$ cat src/core/pfts_map.svh
`ifndef PFTS_MAP_SVH
`define PFTS_MAP_SVH

// ==========================================================
// queue status encodings, instruction type and flush slots
`define PFTS_QS_NONE 3'h0
`define PFTS_QS_SEQ 3'h1
`define PFTS_QS_NT 3'h2
`define PFTS_QS_SYNC 3'h3
`define PFTS_QS_EXC 3'h4
`define PFTS_QS_IND 3'h5
`define PFTS_QS_DIR 3'h6
`define PFTS_QS_NT_LATE 3'h7
`define PFTS_QS_MAX_FLUSH 3'h5

// ==========================================================
// history flush status encodings
`define PFTS_HF_NONE 2'h0
`define PFTS_HF_MAX 2'h2
`define PFTS_HF_DEBUG 2'h3

// ==========================================================
// cycle kind encodings
`define PFTS_CK_EXT 4'h0
`define PFTS_CK_EXT_MARK 4'h1
`define PFTS_CK_EMUL 4'h2
`define PFTS_CK_PORT 4'h3
`define PFTS_CK_IBUS 4'h4
`define PFTS_CK_LBUS 4'h5
`define PFTS_CK_HIT_NOCS 4'h6
`define PFTS_CK_REG 4'h7
`define PFTS_CK_HIT_BOOT 4'h8

// ==========================================================
// fetch show select encodings
`define PFTS_FSS_ALL 2'h0
`define PFTS_FSS_COF 2'h1
`define PFTS_FSS_IND 2'h2
`define PFTS_FSS_NONE 2'h3
`define PFTS_FSS_RESET 2'h0

// ==========================================================
// register map, byte addresses
`define PFTS_ADDR_CTRL 12'h000
`define PFTS_ADDR_STATUS 12'h004
`define PFTS_CTRL_FSS_LSB 0
`define PFTS_CTRL_FSS_MSB 1
`define PFTS_ST_SYNC 0
`define PFTS_ST_DEBUG 1
`define PFTS_ST_SYNC_PEND 2
`define PFTS_ST_MARK_PEND 3
`define PFTS_ST_QS_LSB 4
`define PFTS_ST_QS_MSB 6
`define PFTS_ST_HF_LSB 8
`define PFTS_ST_HF_MSB 9

`endif

$ cat src/core/pfts_pkg.sv
package pfts_pkg;

	// ==========================================================
	// instruction type reported by the core this cycle
	typedef enum logic [2:0]
	{
		PFTS_IT_NONE = 3'h0,
		PFTS_IT_SEQ = 3'h1,
		PFTS_IT_NT = 3'h2,
		PFTS_IT_EXC = 3'h3,
		PFTS_IT_IND = 3'h4,
		PFTS_IT_DIR = 3'h5
	} pfts_itype_t;

	// ==========================================================
	// where a bus or show cycle goes
	typedef enum logic [2:0]
	{
		PFTS_SRC_EXT = 3'h0,
		PFTS_SRC_EMUL = 3'h1,
		PFTS_SRC_PORT = 3'h2,
		PFTS_SRC_IBUS = 3'h3,
		PFTS_SRC_LBUS = 3'h4,
		PFTS_SRC_HIT = 3'h5,
		PFTS_SRC_REG = 3'h6
	} pfts_src_t;

	// ==========================================================
	// queue status slot tracker
	typedef enum logic [1:0]
	{
		PFTS_ST_TYPE = 2'b00,
		PFTS_ST_FLUSH = 2'b01,
		PFTS_ST_DEBUG = 2'b10
	} pfts_state_t;

endpackage

$ cat src/core/pfts_trace_status.sv
// Behaviour
// - late not-taken 111 may fill flush slot
// - history flush pins carry flushed count, saturated at 10
// - history value 11 only means debug
// - debug mode: queue 000, history 11
// - sync change in debug reported first
// - otherwise first report after debug 101
// - first fetch after debug is marked
// - cycle kinds 0000, 0011, 0111 encoded
// - 0001 reservation or external indirect target
// - 0010 emulation, 0100 ibus, 0101 lbus
// - cache hits 0110, 1000 to 1101
// - internal indirect fetch drives direction low
// - sync toggled in debug reports 011
// - sync change gives 011, marks next
// - flush counts 000 to 101, 110 reserved
// - sync flag comes from development port
`timescale 1ns/1ps
`include "pfts_map.svh"

module pfts_trace_status
(
	// clock and reset
	input wire logic pclk,
	input wire logic presetn,
	// apb slave
	input wire logic psel,
	input wire logic penable,
	input wire logic pwrite,
	input wire logic [11:0] paddr,
	input wire logic [31:0] pwdata,
	output logic [31:0] prdata,
	output logic pready,
	output logic pslverr,
	// core status, same clock
	input wire logic debug_mode,
	input wire logic sync_flag,
	input wire logic [2:0] instr_type,
	input wire logic flush_valid,
	input wire logic [2:0] flush_count,
	input wire logic [1:0] history_flush_count,
	// fetch show decision
	input wire logic fetch_cof_direct,
	input wire logic fetch_cof_indirect,
	output logic show_fetch,
	// bus cycle classification
	input wire logic cycle_valid,
	input wire logic [2:0] cycle_source,
	input wire logic [2:0] cycle_chip_select,
	input wire logic cycle_is_instr,
	input wire logic cycle_is_write,
	input wire logic cycle_reserve,
	input wire logic cycle_indirect,
	// trace pins
	output logic [2:0] queue_status,
	output logic [1:0] history_flush_status,
	output logic [3:0] cycle_kind,
	output logic address_kind_instruction,
	output logic write_read_n
);

	// ==========================================================
	// state
	pfts_pkg::pfts_state_t state_reg;
	pfts_pkg::pfts_state_t state_next;
	logic [2:0] qs_next;
	logic [1:0] fss_reg;
	logic sync_last_reg;
	logic sync_entry_reg;
	logic sync_pend_reg;
	logic mark_pend_reg;
	logic sync_emit;
	logic debug_exit;
	logic fetch_now;
	logic wr_access;
	logic rd_setup;
	logic addr_ok;

	// ==========================================================
	// helpers
	function automatic logic [3:0] kind_of(input logic [2:0] src, input logic [2:0] cs,
		input logic instr, input logic resv, input logic ind);
		logic [3:0] k;
		k = `PFTS_CK_EXT;
		case (src)
			pfts_pkg::PFTS_SRC_EXT:
				if ((instr && ind) || (!instr && resv))
					k = `PFTS_CK_EXT_MARK;
			pfts_pkg::PFTS_SRC_EMUL: k = `PFTS_CK_EMUL;
			pfts_pkg::PFTS_SRC_IBUS: k = `PFTS_CK_IBUS;
			pfts_pkg::PFTS_SRC_LBUS: k = `PFTS_CK_LBUS;
			pfts_pkg::PFTS_SRC_PORT: k = `PFTS_CK_PORT;
			pfts_pkg::PFTS_SRC_REG: k = `PFTS_CK_REG;
			pfts_pkg::PFTS_SRC_HIT:
				if (cs == 3'h0)
					k = `PFTS_CK_HIT_NOCS;
				else if (cs <= 3'h6)
					k = `PFTS_CK_HIT_BOOT + {1'b0, cs - 3'h1};
				else
					k = `PFTS_CK_HIT_NOCS;
			default: k = `PFTS_CK_EXT;
		endcase
		return k;
	endfunction

	function automatic logic is_show_src(input logic [2:0] src);
		return src == pfts_pkg::PFTS_SRC_EMUL || src == pfts_pkg::PFTS_SRC_IBUS ||
			src == pfts_pkg::PFTS_SRC_LBUS || src == pfts_pkg::PFTS_SRC_HIT;
	endfunction

	// ==========================================================
	// apb slave, zero wait states
	assign pready = 1'b1;
	assign addr_ok = paddr == `PFTS_ADDR_CTRL || paddr == `PFTS_ADDR_STATUS;
	assign pslverr = psel && penable && !addr_ok;
	assign wr_access = psel && penable && pwrite && paddr == `PFTS_ADDR_CTRL;
	assign rd_setup = psel && !penable && !pwrite;

	always_ff @(posedge pclk or negedge presetn)
	begin
		if (!presetn)
			fss_reg <= `PFTS_FSS_RESET;
		else if (wr_access)
			fss_reg <= pwdata[`PFTS_CTRL_FSS_MSB:`PFTS_CTRL_FSS_LSB];
	end

	// read data captured in setup so the access phase sees a flop
	always_ff @(posedge pclk or negedge presetn)
	begin
		if (!presetn)
			prdata <= 32'h0000_0000;
		else if (rd_setup)
		begin
			prdata <= 32'h0000_0000;
			if (paddr == `PFTS_ADDR_CTRL)
				prdata[`PFTS_CTRL_FSS_MSB:`PFTS_CTRL_FSS_LSB] <= fss_reg;
			else if (paddr == `PFTS_ADDR_STATUS)
			begin
				prdata[`PFTS_ST_SYNC] <= sync_flag;
				prdata[`PFTS_ST_DEBUG] <= debug_mode;
				prdata[`PFTS_ST_SYNC_PEND] <= sync_pend_reg;
				prdata[`PFTS_ST_MARK_PEND] <= mark_pend_reg;
				prdata[`PFTS_ST_QS_MSB:`PFTS_ST_QS_LSB] <= queue_status;
				prdata[`PFTS_ST_HF_MSB:`PFTS_ST_HF_LSB] <= history_flush_status;
			end
		end
	end

	// ==========================================================
	// fetch show decision
	// a marked fetch must reach the pins whatever the select says
	always_comb
	begin
		case (fss_reg)
			`PFTS_FSS_ALL: show_fetch = 1'b1;
			`PFTS_FSS_COF: show_fetch = fetch_cof_direct || fetch_cof_indirect;
			`PFTS_FSS_IND: show_fetch = fetch_cof_indirect;
			`PFTS_FSS_NONE: show_fetch = sync_flag && fetch_cof_indirect;
			default: show_fetch = 1'b1;
		endcase
		if (mark_pend_reg)
			show_fetch = 1'b1;
	end

	// ==========================================================
	// sync flag tracking
	// flag arrives from port logic
	assign debug_exit = state_reg == pfts_pkg::PFTS_ST_DEBUG && !debug_mode;
	assign fetch_now = cycle_valid && cycle_is_instr;

	always_ff @(posedge pclk or negedge presetn)
	begin
		if (!presetn)
			sync_last_reg <= 1'b0;
		else
			sync_last_reg <= sync_flag;
	end

	always_ff @(posedge pclk or negedge presetn)
	begin
		if (!presetn)
			sync_entry_reg <= 1'b0;
		else if (debug_mode && state_reg != pfts_pkg::PFTS_ST_DEBUG)
			sync_entry_reg <= sync_last_reg;
	end

	always_ff @(posedge pclk or negedge presetn)
	begin
		if (!presetn)
			sync_pend_reg <= 1'b0;
		else if (!debug_mode && state_reg != pfts_pkg::PFTS_ST_DEBUG &&
			sync_flag != sync_last_reg)
			sync_pend_reg <= 1'b1;
		else if (sync_emit || debug_exit)
			sync_pend_reg <= 1'b0;
	end

	always_ff @(posedge pclk or negedge presetn)
	begin
		if (!presetn)
			mark_pend_reg <= 1'b0;
		else if (sync_emit || debug_exit)
			mark_pend_reg <= 1'b1;
		else if (fetch_now)
			mark_pend_reg <= 1'b0;
	end

	// ==========================================================
	// queue status slot
	always_comb
	begin
		state_next = state_reg;
		qs_next = `PFTS_QS_NONE;
		sync_emit = 1'b0;
		case (state_reg)
			pfts_pkg::PFTS_ST_TYPE:
				case (instr_type)
					pfts_pkg::PFTS_IT_SEQ: qs_next = `PFTS_QS_SEQ;
					pfts_pkg::PFTS_IT_NT: qs_next = `PFTS_QS_NT;
					pfts_pkg::PFTS_IT_EXC:
					begin
						qs_next = `PFTS_QS_EXC;
						state_next = pfts_pkg::PFTS_ST_FLUSH;
					end
					pfts_pkg::PFTS_IT_IND:
					begin
						qs_next = `PFTS_QS_IND;
						state_next = pfts_pkg::PFTS_ST_FLUSH;
					end
					pfts_pkg::PFTS_IT_DIR:
					begin
						qs_next = `PFTS_QS_DIR;
						state_next = pfts_pkg::PFTS_ST_FLUSH;
					end
					default:
						if (sync_pend_reg)
						begin
							qs_next = `PFTS_QS_SYNC;
							sync_emit = 1'b1;
						end
				endcase
			pfts_pkg::PFTS_ST_FLUSH:
				if (!flush_valid && instr_type == pfts_pkg::PFTS_IT_NT)
					qs_next = `PFTS_QS_NT_LATE;
				else
				begin
					if (flush_valid)
						qs_next = (flush_count > `PFTS_QS_MAX_FLUSH) ?
							`PFTS_QS_MAX_FLUSH : flush_count;
					state_next = pfts_pkg::PFTS_ST_TYPE;
				end
			pfts_pkg::PFTS_ST_DEBUG:
				if (!debug_mode)
				begin
					if (sync_flag != sync_entry_reg)
					begin
						qs_next = `PFTS_QS_SYNC;
						state_next = pfts_pkg::PFTS_ST_TYPE;
					end
					else
					begin
						qs_next = `PFTS_QS_IND;
						state_next = pfts_pkg::PFTS_ST_FLUSH;
					end
				end
			default: state_next = pfts_pkg::PFTS_ST_TYPE;
		endcase
		if (debug_mode)
		begin
			qs_next = `PFTS_QS_NONE;
			sync_emit = 1'b0;
			state_next = pfts_pkg::PFTS_ST_DEBUG;
		end
	end

	always_ff @(posedge pclk or negedge presetn)
	begin
		if (!presetn)
		begin
			state_reg <= pfts_pkg::PFTS_ST_TYPE;
			queue_status <= `PFTS_QS_NONE;
		end
		else
		begin
			state_reg <= state_next;
			queue_status <= qs_next;
		end
	end

	// ==========================================================
	// history flush status
	always_ff @(posedge pclk or negedge presetn)
	begin
		if (!presetn)
			history_flush_status <= `PFTS_HF_NONE;
		else if (debug_mode)
			history_flush_status <= `PFTS_HF_DEBUG;
		else if (history_flush_count > `PFTS_HF_MAX)
			history_flush_status <= `PFTS_HF_MAX;
		else
			history_flush_status <= history_flush_count;
	end

	// ==========================================================
	// cycle classification pins
	always_ff @(posedge pclk or negedge presetn)
	begin
		if (!presetn)
		begin
			cycle_kind <= `PFTS_CK_EXT;
			address_kind_instruction <= 1'b0;
			write_read_n <= 1'b1;
		end
		else if (cycle_valid)
		begin
			cycle_kind <= kind_of(cycle_source, cycle_chip_select, cycle_is_instr,
				cycle_reserve, cycle_indirect || (cycle_is_instr && mark_pend_reg));
			address_kind_instruction <= cycle_is_instr;
			if (cycle_is_instr)
				write_read_n <= !(is_show_src(cycle_source) &&
					(cycle_indirect || mark_pend_reg));
			else
				write_read_n <= !cycle_is_write;
		end
		else
		begin
			cycle_kind <= `PFTS_CK_EXT;
			address_kind_instruction <= 1'b0;
			write_read_n <= 1'b1;
		end
	end

endmodule

$ cat config.mk
export PLATFORM = sky130hd
export DESIGN_NAME = pfts_trace_status
export DESIGN_NICKNAME = d
export VERILOG_FILES = /design/src/core/pfts_pkg.sv /design/src/core/pfts_trace_status.sv
export VERILOG_INCLUDE_DIRS = /design/src /design/src/core
export SDC_FILE = /design/constraint.sdc
export NUM_CORES = 1
export LEC_CHECK = 0
export BUFFER_PORTS_ARGS = -buffer_cell sky130_fd_sc_hd__buf_2
export CORE_ASPECT_RATIO = 0.75
export CORE_MARGIN = 2
export CORE_UTILIZATION = 37
export DETAILED_ROUTE_END_ITERATION = 16
export HOLD_SLACK_MARGIN = 0.12
export PLACE_DENSITY = 0.83
export SYNTH_ARGS = -nofsm -noshare
export SYNTH_HDL_FRONTEND = slang
export SYNTH_SLANG_ARGS = --single-unit
export TNS_END_PERCENT = 100
$ cat constraint.sdc
create_clock -name pclk -period 1.35 [get_ports pclk]
set_clock_uncertainty 0.15 [all_clocks]
set_input_delay 0 -clock pclk [delete_from_list [all_inputs] [get_ports pclk]]
set_output_delay 0 -clock pclk [all_outputs]
set_load 0.05 [all_outputs]
# After elaboration in Yosys (flattened, before gate mapping)
# Cells that the tools add are included.
totals:
  ff_bits: 28
  in_bits: 73
  elab_cells: 121
classes:
  addsub: 2
  magnitude_cmp: 3
  n_eq_ne: 22
  n_mux: 38
  reduce_logical: 44
op_table:
  columns: ["operator", "count"]
  rows:
  - ["$pmux 4 s7", 1]
  - ["$mux 2", 9]
  - ["$logic_and 1x1->1", 17]
  - ["$eq 3x3->1 const B", 5]
  - ["$mux 3", 5]
  - ["$pmux 3 s5", 1]
  - ["$mux 1", 14]
  - ["$eq 12x3->1 const B", 1]
  - ["$eq 3x2->1 const B", 4]
  - ["$logic_not 12->1", 1]
  - ["$mux 4", 3]
  - ["$logic_or 1x1->1", 9]
  - ["$pmux 3 s3", 1]
  - ["$logic_not 1->1", 8]
  - ["$mux 7", 1]
  - ["$eq 2x2->1 const B", 3]
  - ["$eq 3x1->1 const B", 2]
  - ["$logic_not 3->1", 2]
  - ["$ne 3x3->1 const B", 2]
  - ["$pmux 2 s3", 1]
  - ["$mux 5", 1]
  - ["$reduce_or 5->1", 1]
  - ["$add 4x3->4 const A", 1]
  - ["$eq 2x1->1 const B", 2]
  - ["11 further kinds", 14]

# Longest topological paths before layout
# Gate-level depths: netlist of run 1.
depth:
  ltp_word: 8
  depth_mapped: 6

# Worst setup path after synthesis of run 1
# Ideal clock, no wire load.
synth_timing:
  path_kind: "flip-flop to flip-flop"
  from: "reg mark_pend_reg"
  to: "reg cycle_kind[0]"
  setup_ns: 0.120
  arrival_ns: 1.118
  slack_ns: -0.038
  stages_incl_launch_ff: 5
  period_less_slack_ns: 1.388
  cell_sequence: "dfrtp_1 -> nor2_1 -> a21oi_1 -> or4_1 -> and3_1"
synth_between:
  elab_chain_cells: 7
synth_rtl:
  columns: ["element", "line_no", "rtl"]
  rows:
  - ["from (decl)", "pfts_trace_status.sv:71", "logic mark_pend_reg;"]
  - ["from (signal assigned)", "pfts_trace_status.sv:201", "mark_pend_reg <= 1'b0;"]
  - ["from (signal assigned)", "pfts_trace_status.sv:203", "mark_pend_reg <= 1'b1;"]
  - ["from (signal assigned)", "pfts_trace_status.sv:205", "mark_pend_reg <= 1'b0;"]
  - ["$logic_and 1x1->1", "pfts_trace_status.sv:317", "cycle_reserve, cycle_indirect || (cycle_is_instr && mark_pend_reg));"]
  - ["$logic_or 1x1->1", "pfts_trace_status.sv:317", null]
  - ["$logic_and 1x1->1", "pfts_trace_status.sv:87", "if ((instr && ind) || (!instr && resv))"]
  - ["$logic_or 1x1->1", "pfts_trace_status.sv:87", null]
  - ["$mux 1", "pfts_trace_status.sv:87", null]
  - ["$pmux 4 s7", "pfts_trace_status.sv:85", "case (src)"]
  - ["$mux 4", "pfts_trace_status.sv:314", "else if (cycle_valid)"]
  - ["to (signal assigned)", "pfts_trace_status.sv:310", "cycle_kind <= `PFTS_CK_EXT;"]
  - ["to (signal assigned)", "pfts_trace_status.sv:316", "cycle_kind <= kind_of(cycle_source, cycle_chip_select, cycle_is_instr,"]
  - ["to (signal assigned)", "pfts_trace_status.sv:327", "cycle_kind <= `PFTS_CK_EXT;"]
  - ["to (decl)", "pfts_trace_status.sv:57", "output logic [3:0] cycle_kind,"]
# No other way between the ends.
# A chain may end at the register's enable or synchronous reset.

# Final worst setup path of run 1
layout_timing:
  from: "reg fss_reg[1]"
  to: "out show_fetch"
layout_between:
  elab_chain_cells: 3
  elab_cells_between_ends: 6
  cone_classes: "eq/ne (3); mux (2); reduce/logical (1)"
layout_rtl:
  columns: ["element", "line_no", "rtl"]
  rows:
  - ["from (decl)", "pfts_trace_status.sv:67", "logic [1:0] fss_reg;"]
  - ["from (signal assigned)", "pfts_trace_status.sv:122", "fss_reg <= `PFTS_FSS_RESET;"]
  - ["from (signal assigned)", "pfts_trace_status.sv:124", "fss_reg <= pwdata[`PFTS_CTRL_FSS_MSB:`PFTS_CTRL_FSS_LSB];"]
  - ["$eq 2x2->1 (tied with other cells)", "pfts_trace_status.sv:154", "case (fss_reg)"]
  - ["$pmux 1 s4 (*)", "pfts_trace_status.sv:154", null]
  - ["$mux 1 (*)", "pfts_trace_status.sv:161", "if (mark_pend_reg)"]
  - ["to (decl)", "pfts_trace_status.sv:45", "output logic show_fetch,"]
# Every way passes the cells marked *; elsewhere a longest branch is shown, timed or not.

==> results.py, run 1 <==
metrics = {
    "critical_path": {
        "critical_path.max_stage_delay_ns": 0.37,
        "rrSetupSlack_ns": -0.04,
        "crit_type": "register to output port",
        "cp_num_buf_inv": 2,
        "worstSetupEndpoint": "show_fetch",
        "worstSetupStartpointType": "register",
        "path_depth": 5,
        "rr_startpoint": "mark_pend_reg",
        "cp_slowest_cell": "dfrtp_1",
        "crit_chain": "inv_2 > o22ai_2 > a2bb2oi_1 > or2_4 > buf_8",
        "r2r_cells": 4,
        "startpoint": "fss_reg[1]",
        "cp_top_family": "flip-flops",
        "endpoint_kind": "output port",
        "timing.rr.end": "cycle_kind[0]",
        "worstPathArrival_ns": 1.28,
        "path_max_fanout": 2,
        "cp.required_ns": 1.20,
    },
    "synthesis": {
        "synth_area_um2": 1650,
        "ys_types": 47,
        "synthArstFlopShare": 1.00,
        "syn_area_per_cell_um2": 9.69,
        "ys_seq_area_frac": 0.426,
        "synth.top_cells.by_count": "dfrtp_1 (27), buf_4 (24), a21oi_1 (12)",
        "synth.most_common_cell": "dfrtp_1",
        "post_synth_main_area_contributors": "dfrtp_1 (41%), buf_4 (11%), a22o_1 (3.7%), a21oi_1 (3.6%), ha_1 (3.0%)",
        "synth_ff_type": "dfrtp_1",
        "yosysTopAreaCellShare": 0.410,
        "postSynthCellCount": 170,
        "ys_warn_count": 0,
        "synth_edf_count": 0,
        "ys_ff_latch": 28,
        "synth_top_area_cell": "dfrtp_1",
    },
    "sta": {
        "post-route-period-util": 1.06,
        "relSlewSlack": 0.586,
        "finalHoldViolCount": 2,
        "fin_crit_ns": 1.43,
        "fin_hold_ws_ns": -0.0135,
        "setup_viol": 2,
        "rsz0062_at_grt": "true",
        "worst_pin_slew_ns": 0.621,
        "fin_ws_ns": -0.0799,
        "final_max_slew_viol_count": 0,
        "fmax_ghz": 0.699,
    },
    "cells_and_area": {
        "syn_to_final_growth_pct": 47.6,
        "largest_register_ffs": 9,
        "insertedDiodeCount": 0,
        "drive_above_1_share": 0.350,
        "nets": 352,
        "nFillCells": 356,
        "top_regs": "prdata (9), cycle_kind (4), queue_status (3)",
        "top_register": "prdata",
    },
    "detailed_routing": {
        "met2_length_um": 2380,
        "drt_iter0_drc": 94,
        "wl_met3_um": 288,
        "wl_met1_um": 1710,
        "wl_um": 4400,
        "highest_layer": "met4",
        "drcViolationCount": 0,
        "detail-route-antenna-nets": 0,
        "num_vias": 1567,
        "drt_pass1_iterations": 4,
        "wl_per_cell_um": 13.4,
        "vias_per_cell": 4.76,
    },
    "power": {
        "p_int_mw": 1.39,
        "power_frac_comb": 0.328,
        "p_switching_mw": 0.717,
        "clockPowerShare": 0.238,
        "finalPower_mw": 2.11,
        "leakagePower_nw": 1.26,
        "p_per_area_nw_per_um2": 867,
        "power.share.sequential": 0.435,
        "swShare": 0.340,
        "peakVddDrop_v": 0.000488,
    },
    "floorplanning": {
        "rows": 20,
        "core_um2": 4150,
        "die_y_um": 61.8,
        "die_area_um2": 5010,
        "io_pins": 119,
        "start_util": 0.396,
        "die_x_um": 81.0,
    },
    "global_route": {
        "grt.total_usage": 0.167,
        "grt_pass1_wl_um": 6370,
        "grt_max_degree": 29,
        "grt_antenna_before_repair": 0,
        "grt_overflow": 0,
        "grt_pass1_vias": 1502,
    },
    "cts": {
        "clock_latency_ns": 0.27,
        "clock_path_buffers": 2,
        "tritoncts": "done",
        "cts_sinks": 28,
        "cts-buffers-inserted": 3,
        "clk_pin_slew_ns": 0.09,
        "clockRootBuffer": "clkbuf_8",
        "h-tree-depth": 1,
    },
    "place": {
        "io_buffers": 64,
        "dpl.hpwl_um": 3080,
        "gp_congestion": 0.799,
    },
    "worst_hold_path": {
        "min_path_type": "primary input to register",
    },
    "run": {
        "drv_cap": 0,
    },
    "outcome": {
        "outcome": "complete, but fails checks",
        "violations": "negative hold slack, negative setup slack",
    },
}
## timing repair
action | in CTS | in global routing
gates resized for setup | 6 | 10
endpoints found under the setup margin | 2 | 14
hold endpoints to repair | 49 | 5
pin swaps | 1 | 6
buffers inserted | 1 | 0
hold buffers | 29 | 4
## routing by layer
| metal | vias to the layer above | global-route usage |
|---|---|---|
| met5 | - | 0 |
| met4 | 0 | 0.0291 |
| met3 | 2 | 0.0347 |
| met2 | 57 | 0.340 |
| met1 | 750 | 0.185 |
| li1 | 758 | - |
## placed cells by master, fill, tap and decap left out, types with 7 or more instances in the layout
| cell type | n |
|---|---|
| buf_4 | 11 |
| inv_1 | 8 |
| nand2_1 | 10 |
| buf_2 | 61 |
| a21oi_1 | 12 |
| dlygate4sd3_1 | 30 |
| conb_1 | 24 |
| dfrtp_1 | 26 |
| a22o_1 | 7 |
| nor2_1 | 7 |
## power by group through the flow
stage	logic, mW	clock network (mW)	registers, mW
2_1_floorplan	0.361	0	1.02
5_1_grt	0.741	0.552	0.922
3_3_place_gp	0.583	0	0.929
4_1_cts	0.664	0.513	0.914
3_5_place_dp	0.595	0	0.931
6_report	0.691	0.501	0.916
## worst min-delay path, stage by stage
cell,delay (ns)
buf_2,0.08
nor4_1,0.04
nand3_1,0.07
buf_4,0.11
o31ai_1,0.06
## worst min path at each step
stage / from / end / slack, ns / depth (start not counted)
5_1_grt: cycle_indirect / write_read_n / 0.007 / 5
3_5_place_dp: presetn / prdata[4] / -0.11 / 1
6_report: paddr[10] / prdata[0] / -0.01 / 5
4_1_cts: paddr[10] / prdata[0] / -0.02 / 5
3_3_place_gp: presetn / prdata[4] / -0.11 / 1
2_1_floorplan: presetn / address_kind_instruction / -0.45 / 0
## logic make-up after synthesis
logic type	Yosys count	synth area share
flip-flops	28	0.426
multiplexers	8	0.0517
buffers and inverters	36	0.141
AO/OA/AOI/OAI	41	0.173
AND/OR/NAND/NOR	49	0.163
XOR/XNOR	2	0.0106
other	2	0.00456
adder cells (fa/ha/maj)	4	0.0304
## through the flow
step	utilization	cell area [µm²]	std cells	setup slack [ns]	setup TNS [ns]
floorplan	-	1730	192	0.0129	0
CTS	0.570	2370	328	-0.0871	-0.124
global placement	0.480	1990	294	-0.0448	-0.136
detailed placement	0.480	1990	294	-0.124	-0.394
finish	0.585	2430	329	-0.0799	-0.121
global route	0.585	2430	329	-0.150	-0.341
## layout make-up
type	count	area (µm²)	area share
Multi-Input combinational cell	128	842	0.346
Timing Repair Buffer	105	728	0.300
Sequential cell	28	703	0.289
Tap cell	55	68.8	0.0283
Clock buffer	4	55.1	0.0226
Inverter	9	33.8	0.0139
No activity file was read; power rests on OpenSTA's default activity.
==> inputs of run 2 (changes only) <==
--- a/config.mk
+++ b/config.mk
@@ -12,7 +12,7 @@
 export CORE_UTILIZATION = 37
 export DETAILED_ROUTE_END_ITERATION = 16
 export HOLD_SLACK_MARGIN = 0.12
-export PLACE_DENSITY = 0.83
+export PLACE_DENSITY = 0.77
 export SYNTH_ARGS = -nofsm -noshare
 export SYNTH_HDL_FRONTEND = slang
 export SYNTH_SLANG_ARGS = --single-unit
==> results.py, run 2 (synthesis gave the netlist of run 1 again) <==
metrics = {
    "detailed_routing": {
        "drcViolationCount": 0,
        "drt_iter0_drc": 123,
        "vias_per_cell": 4.73,
        "drt_pass1_iterations": 4,
        "detail-route-antenna-nets": 0,
        "num_vias": 1551,
        "wl_um": 4170,
        "wl_per_cell_um": 12.7,
    },
    "floorplanning": {
        "start_util": 0.396,
        "io_pins": 119,
        "rows": 20,
        "core_um2": 4150,
        "die_area_um2": 5010,
        "die_x_um": 81.0,
        "die_y_um": 61.8,
    },
    "cells_and_area": {
        "top_regs": "prdata (9), cycle_kind (4), queue_status (3)",
        "largest_register_ffs": 9,
        "drive_above_1_share": 0.377,
        "finalNonFillerCells": 328,
        "insertedDiodeCount": 0,
        "stdcell_area_um2": 2420,
        "nets": 351,
        "top_register": "prdata",
        "utilization": 0.583,
        "syn_to_final_growth_pct": 47.0,
        "final_cell_mix": "buf_2 (63), dlygate4sd3_1 (28), dfrtp_1 (26), conb_1 (24)",
        "final_common_cell": "buf_2",
    },
    "cts": {
        "clock_path_buffers": 2,
        "clk_pin_slew_ns": 0.08,
        "clock_latency_ns": 0.27,
        "tritoncts": "done",
        "clockRootBuffer": "clkbuf_8",
        "cts-buffers-inserted": 3,
        "cts_setup_buffers": 0,
        "cts_sinks": 28,
        "h-tree-depth": 1,
    },
    "place": {
        "place_ws_ns": -0.109,
        "placed_cells_incl_taps": 295,
        "dpl.hpwl_um": 2860,
        "placedInstanceArea_um2": 2000,
        "gp_congestion": 0.747,
        "io_buffers": 64,
    },
    "critical_path": {
        "crit_type": "register to output port",
        "worstPathArrival_ns": 1.30,
        "rr_startpoint": "mark_pend_reg",
        "path_max_fanout": 3,
        "cp_top_family": "flip-flops",
        "crit_chain": "inv_2 > o22ai_2 > a2bb2oi_1 > or2_4 > buf_8",
        "worstSetupStartpointType": "register",
        "critical_path.max_stage_delay_ns": 0.39,
        "path_depth": 5,
        "rrSetupSlack_ns": -0.02,
        "cp.required_ns": 1.20,
        "cp_num_buf_inv": 2,
        "startpoint": "fss_reg[1]",
        "r2r_cells": 4,
        "cp_slowest_cell": "dfrtp_1",
        "worstSetupEndpoint": "show_fetch",
        "endpoint_kind": "output port",
        "timing.rr.end": "cycle_kind[0]",
    },
    "sta": {
        "relSlewSlack": 0.594,
        "fin_hold_ws_ns": 0.00187,
        "fin_ws_ns": -0.0963,
        "rsz0062_at_grt": "true",
        "setup_viol": 2,
        "fmax_ghz": 0.691,
        "post-route-period-util": 1.07,
        "final_max_slew_viol_count": 0,
        "finalHoldViolCount": 0,
        "tns_ns": -0.120,
        "fin_crit_ns": 1.45,
        "worst_pin_slew_ns": 0.608,
    },
    "power": {
        "power.share.sequential": 0.435,
        "peakVddDrop_v": 0.000445,
        "finalPower_mw": 2.11,
        "p_switching_mw": 0.716,
        "p_int_mw": 1.39,
        "leakagePower_nw": 1.24,
        "swShare": 0.340,
        "clockPowerShare": 0.239,
        "power_frac_comb": 0.325,
        "p_per_area_nw_per_um2": 870,
    },
    "global_route": {
        "grt_antenna_before_repair": 0,
        "grt_overflow": 0,
        "grt.total_usage": 0.172,
        "grt_pass1_wl_um": 6530,
        "grt_max_degree": 29,
        "grt_pass1_vias": 1550,
    },
    "run": {
        "drv_cap": 0,
    },
    "outcome": {
        "outcome": "complete, but fails checks",
        "violations": "negative setup slack",
    },
    "worst_hold_path": {
        "min_path_type": "primary input to register",
    },
}
run 2: cell count changes in the layout (fill, tap and decap cells not counted), sizes merged:
cell          change
dlymetal6s4s      -1
dlygate4sd3       -2
buf               +2
run 2: timing repair:
item,4_1_cts,5_1_grt
pin swaps,0,2
endpoints found under the hold margin,49,6
setup endpoints to repair,2,21
resized for setup,4,15
hold buffers,29,1
run 2: power groups by stage:
stage | logic [mW] | clock network, mW | registers, mW
4_1_cts | 0.661 | 0.520 | 0.913
5_1_grt | 0.737 | 0.559 | 0.923
3_5_place_dp | 0.592 | 0 | 0.930
2_1_floorplan | 0.361 | 0 | 1.02
6_report | 0.685 | 0.504 | 0.917
3_3_place_gp | 0.587 | 0 | 0.929
run 2: worst min-delay path by stage:
stage	from	end	slack, ns	depth (start not counted)
6_report	cycle_indirect	write_read_n	0.002	5
5_1_grt	paddr[10]	prdata[1]	0.02	5
4_1_cts	paddr[9]	prdata[1]	-0.005	5
3_5_place_dp	presetn	prdata[4]	-0.10	1
3_3_place_gp	presetn	prdata[4]	-0.11	1
2_1_floorplan	presetn	address_kind_instruction	-0.45	0
run 2: layout make-up:
cell class / count / area [µm²]
fill: 376 / 1730
multi-input combinational: 128 / 855
timing repair buffer: 104 / 706
sequential: 28 / 703
tap: 55 / 68.8
clock buffer: 4 / 55.1
inverter: 9 / 33.8
run 2: layer usage:
layer / wire (µm) / GRT usage / vias to the layer above / part of all wire
met5: 0 / 0 / - / 0
li1: - / - / 761 / -
met3: 260 / 0.0549 / 4 / 0.062
met2: 2220 / 0.338 / 54 / 0.53
met4: 23 / 0.0339 / 0 / 0.0055
met1: 1660 / 0.185 / 732 / 0.40
run 2: worst register-to-register path: stages, from the launching register on:
cell and delay, ns:
dfrtp_1 0.41, nor2_2 0.11, a21oi_1 0.07, or4_1 0.38, and3_1 0.15
==> inputs of run 3 (changes only) <==
--- a/config.mk
+++ b/config.mk
@@ -6,11 +6,12 @@
 export SDC_FILE = /design/constraint.sdc
 export NUM_CORES = 1
 export LEC_CHECK = 0
-export BUFFER_PORTS_ARGS = -buffer_cell sky130_fd_sc_hd__buf_2
+export BUFFER_PORTS_ARGS = -buffer_cell sky130_fd_sc_hd__buf_4
 export CORE_ASPECT_RATIO = 0.75
 export CORE_MARGIN = 2
 export CORE_UTILIZATION = 37
 export DETAILED_ROUTE_END_ITERATION = 16
+export GPL_ROUTABILITY_DRIVEN = 0
 export HOLD_SLACK_MARGIN = 0.12
 export PLACE_DENSITY = 0.77
 export SYNTH_ARGS = -nofsm -noshare
==> results.py, run 3 (synthesis gave the netlist of run 1 again) <==
metrics = {
    "floorplanning": {
        "core_um2": 4150,
        "rows": 20,
        "die_y_um": 61.8,
        "die_area_um2": 5010,
        "die_x_um": 81.0,
        "start_util": 0.396,
        "io_pins": 119,
    },
    "worst_hold_path": {
        "whs_path_depth": 1,
        "min_path_type": "primary input to register",
        "hold_path.startpoint": "sync_flag",
        "min_to": "sync_last_reg",
    },
    "cts": {
        "h-tree-depth": 1,
        "clockRootBuffer": "clkbuf_8",
        "tritoncts": "done",
        "cts_sinks": 28,
        "cts-buffers-inserted": 3,
        "clock_path_buffers": 2,
        "clk_pin_slew_ns": 0.08,
        "clock_latency_ns": 0.27,
    },
    "power": {
        "power_frac_comb": 0.351,
        "p_int_mw": 1.39,
        "swShare": 0.340,
        "p_per_area_nw_per_um2": 816,
        "peakVddDrop_v": 0.000374,
        "power.share.sequential": 0.436,
        "p_switching_mw": 0.716,
        "finalPower_mw": 2.10,
        "leakagePower_nw": 1.29,
        "clockPowerShare": 0.213,
    },
    "global_route": {
        "grt_pass1_vias": 1456,
        "grt_overflow": 0,
        "grt_antenna_before_repair": 0,
        "grt.total_usage": 0.167,
        "grt_max_degree": 29,
        "grt_pass1_wl_um": 6360,
        "grtUsageMet1": 0.198,
        "busiest_layer": "met2",
        "use_met2": 0.308,
        "met3_usage": 0.0462,
    },
    "detailed_routing": {
        "wl_per_cell_um": 13.1,
        "drt_iter0_drc": 89,
        "wl_um": 4280,
        "vias_per_cell": 4.87,
        "drt_pass1_iterations": 4,
        "num_vias": 1586,
        "drcViolationCount": 0,
        "detail-route-antenna-nets": 0,
    },
    "critical_path": {
        "rr_startpoint": "mark_pend_reg",
        "worstSetupStartpointType": "register",
        "r2r_cells": 4,
        "endpoint_kind": "output port",
        "rrSetupSlack_ns": -0.02,
        "cp_slowest_cell": "dfrtp_1",
        "critical_path.max_stage_delay_ns": 0.37,
        "crit_chain": "inv_2 > o22ai_1 > a2bb2oi_1 > or2_4 > buf_8",
        "crit_type": "register to output port",
        "path_max_fanout": 2,
        "timing.rr.end": "cycle_kind[0]",
        "worstPathArrival_ns": 1.28,
        "cp.required_ns": 1.20,
    },
    "sta": {
        "finalHoldViolCount": 2,
        "fmax_ghz": 0.698,
        "fin_ws_ns": -0.0819,
        "fin_hold_ws_ns": -0.242,
        "fin_crit_ns": 1.43,
        "setup_viol": 2,
        "final_max_slew_viol_count": 0,
        "rsz0062_at_grt": "true",
        "post-route-period-util": 1.06,
    },
    "cells_and_area": {
        "insertedDiodeCount": 0,
        "syn_to_final_growth_pct": 56.5,
        "nets": 349,
        "utilization": 0.620,
        "largest_register_ffs": 9,
        "drive_above_1_share": 0.384,
        "final_common_cell": "buf_4",
        "final_cell_mix": "buf_4 (71), dfrtp_1 (26), dlygate4sd3_1 (26), conb_1 (24), nand2_1 (9)",
        "top_register": "prdata",
        "top_regs": "prdata (9), cycle_kind (4), queue_status (3)",
    },
    "place": {
        "dpl.hpwl_um": 2990,
        "place_ws_ns": -0.143,
        "io_buffers": 64,
    },
    "outcome": {
        "violations": "negative hold slack, negative setup slack",
        "outcome": "complete, but fails checks",
    },
    "run": {
        "drv_cap": 0,
    },
}
run 3: cell type report:
type / instances / area [µm²]
Timing Repair Buffer: 102 / 856
Tap cell: 55 / 68.8
Clock buffer: 4 / 45.0
Sequential cell: 28 / 703
Inverter: 9 / 33.8
Multi-Input combinational cell: 128 / 871
Fill cell: 356 / 1580
run 3: timing repair:
action,CTS,global route
hold buffers,27,3
buffers inserted,1,1
resized for setup,3,23
hold endpoints to repair,49,8
setup endpoints to repair,2,21
pin swaps,1,4
run 3: stage by stage:
step / cells / TNS (ns) / area, µm²
2_1_floorplan: 192 / 0 / 1730
3_3_place_gp: 294 / -0.147 / 2150
3_5_place_dp: 294 / -0.387 / 2150
4_1_cts: 326 / -0.294 / 2490
5_1_grt: 326 / -0.353 / 2580
6_report: 326 / -0.102 / 2580
run 3: power groups by stage:
| stage | combinational (mW) | clock, mW | sequential (mW) |
|---|---|---|---|
| 2_1_floorplan | 0.361 | 0 | 1.02 |
| 3_5_place_dp | 0.641 | 0 | 0.931 |
| 4_1_cts | 0.705 | 0.467 | 0.914 |
| 6_report | 0.739 | 0.448 | 0.916 |
| 3_3_place_gp | 0.633 | 0 | 0.931 |
| 5_1_grt | 0.790 | 0.504 | 0.922 |
run 3: worst max-delay path by stage:
stage,slack (ns),start,endpoint,cells after the start
floorplan,0.01,mark_pend_reg,cycle_kind[0],4
global placement,-0.04,paddr[5],fss_reg[1],5
detailed placement,-0.14,paddr[5],fss_reg[0],5
CTS,-0.11,fss_reg[1],show_fetch,5
global route,-0.15,fss_reg[1],show_fetch,5
finish,-0.08,fss_reg[1],show_fetch,5
run 3: critical path, delay by kind of cell, from the launching register on:
kind,cells,cell delay [ns]
AO/OA/AOI/OAI,2,0.21
AND/OR/NAND/NOR,1,0.23
flip-flops,1,0.37
buffers and inverters,2,0.19
run 3: per-layer routing:
metal | part of all wire | vias to the layer above
li1 | - | 756
met1 | 0.39 | 766
met2 | 0.54 | 57
met3 | 0.062 | 7
met4 | 0.0082 | 0
met5 | 0 | -
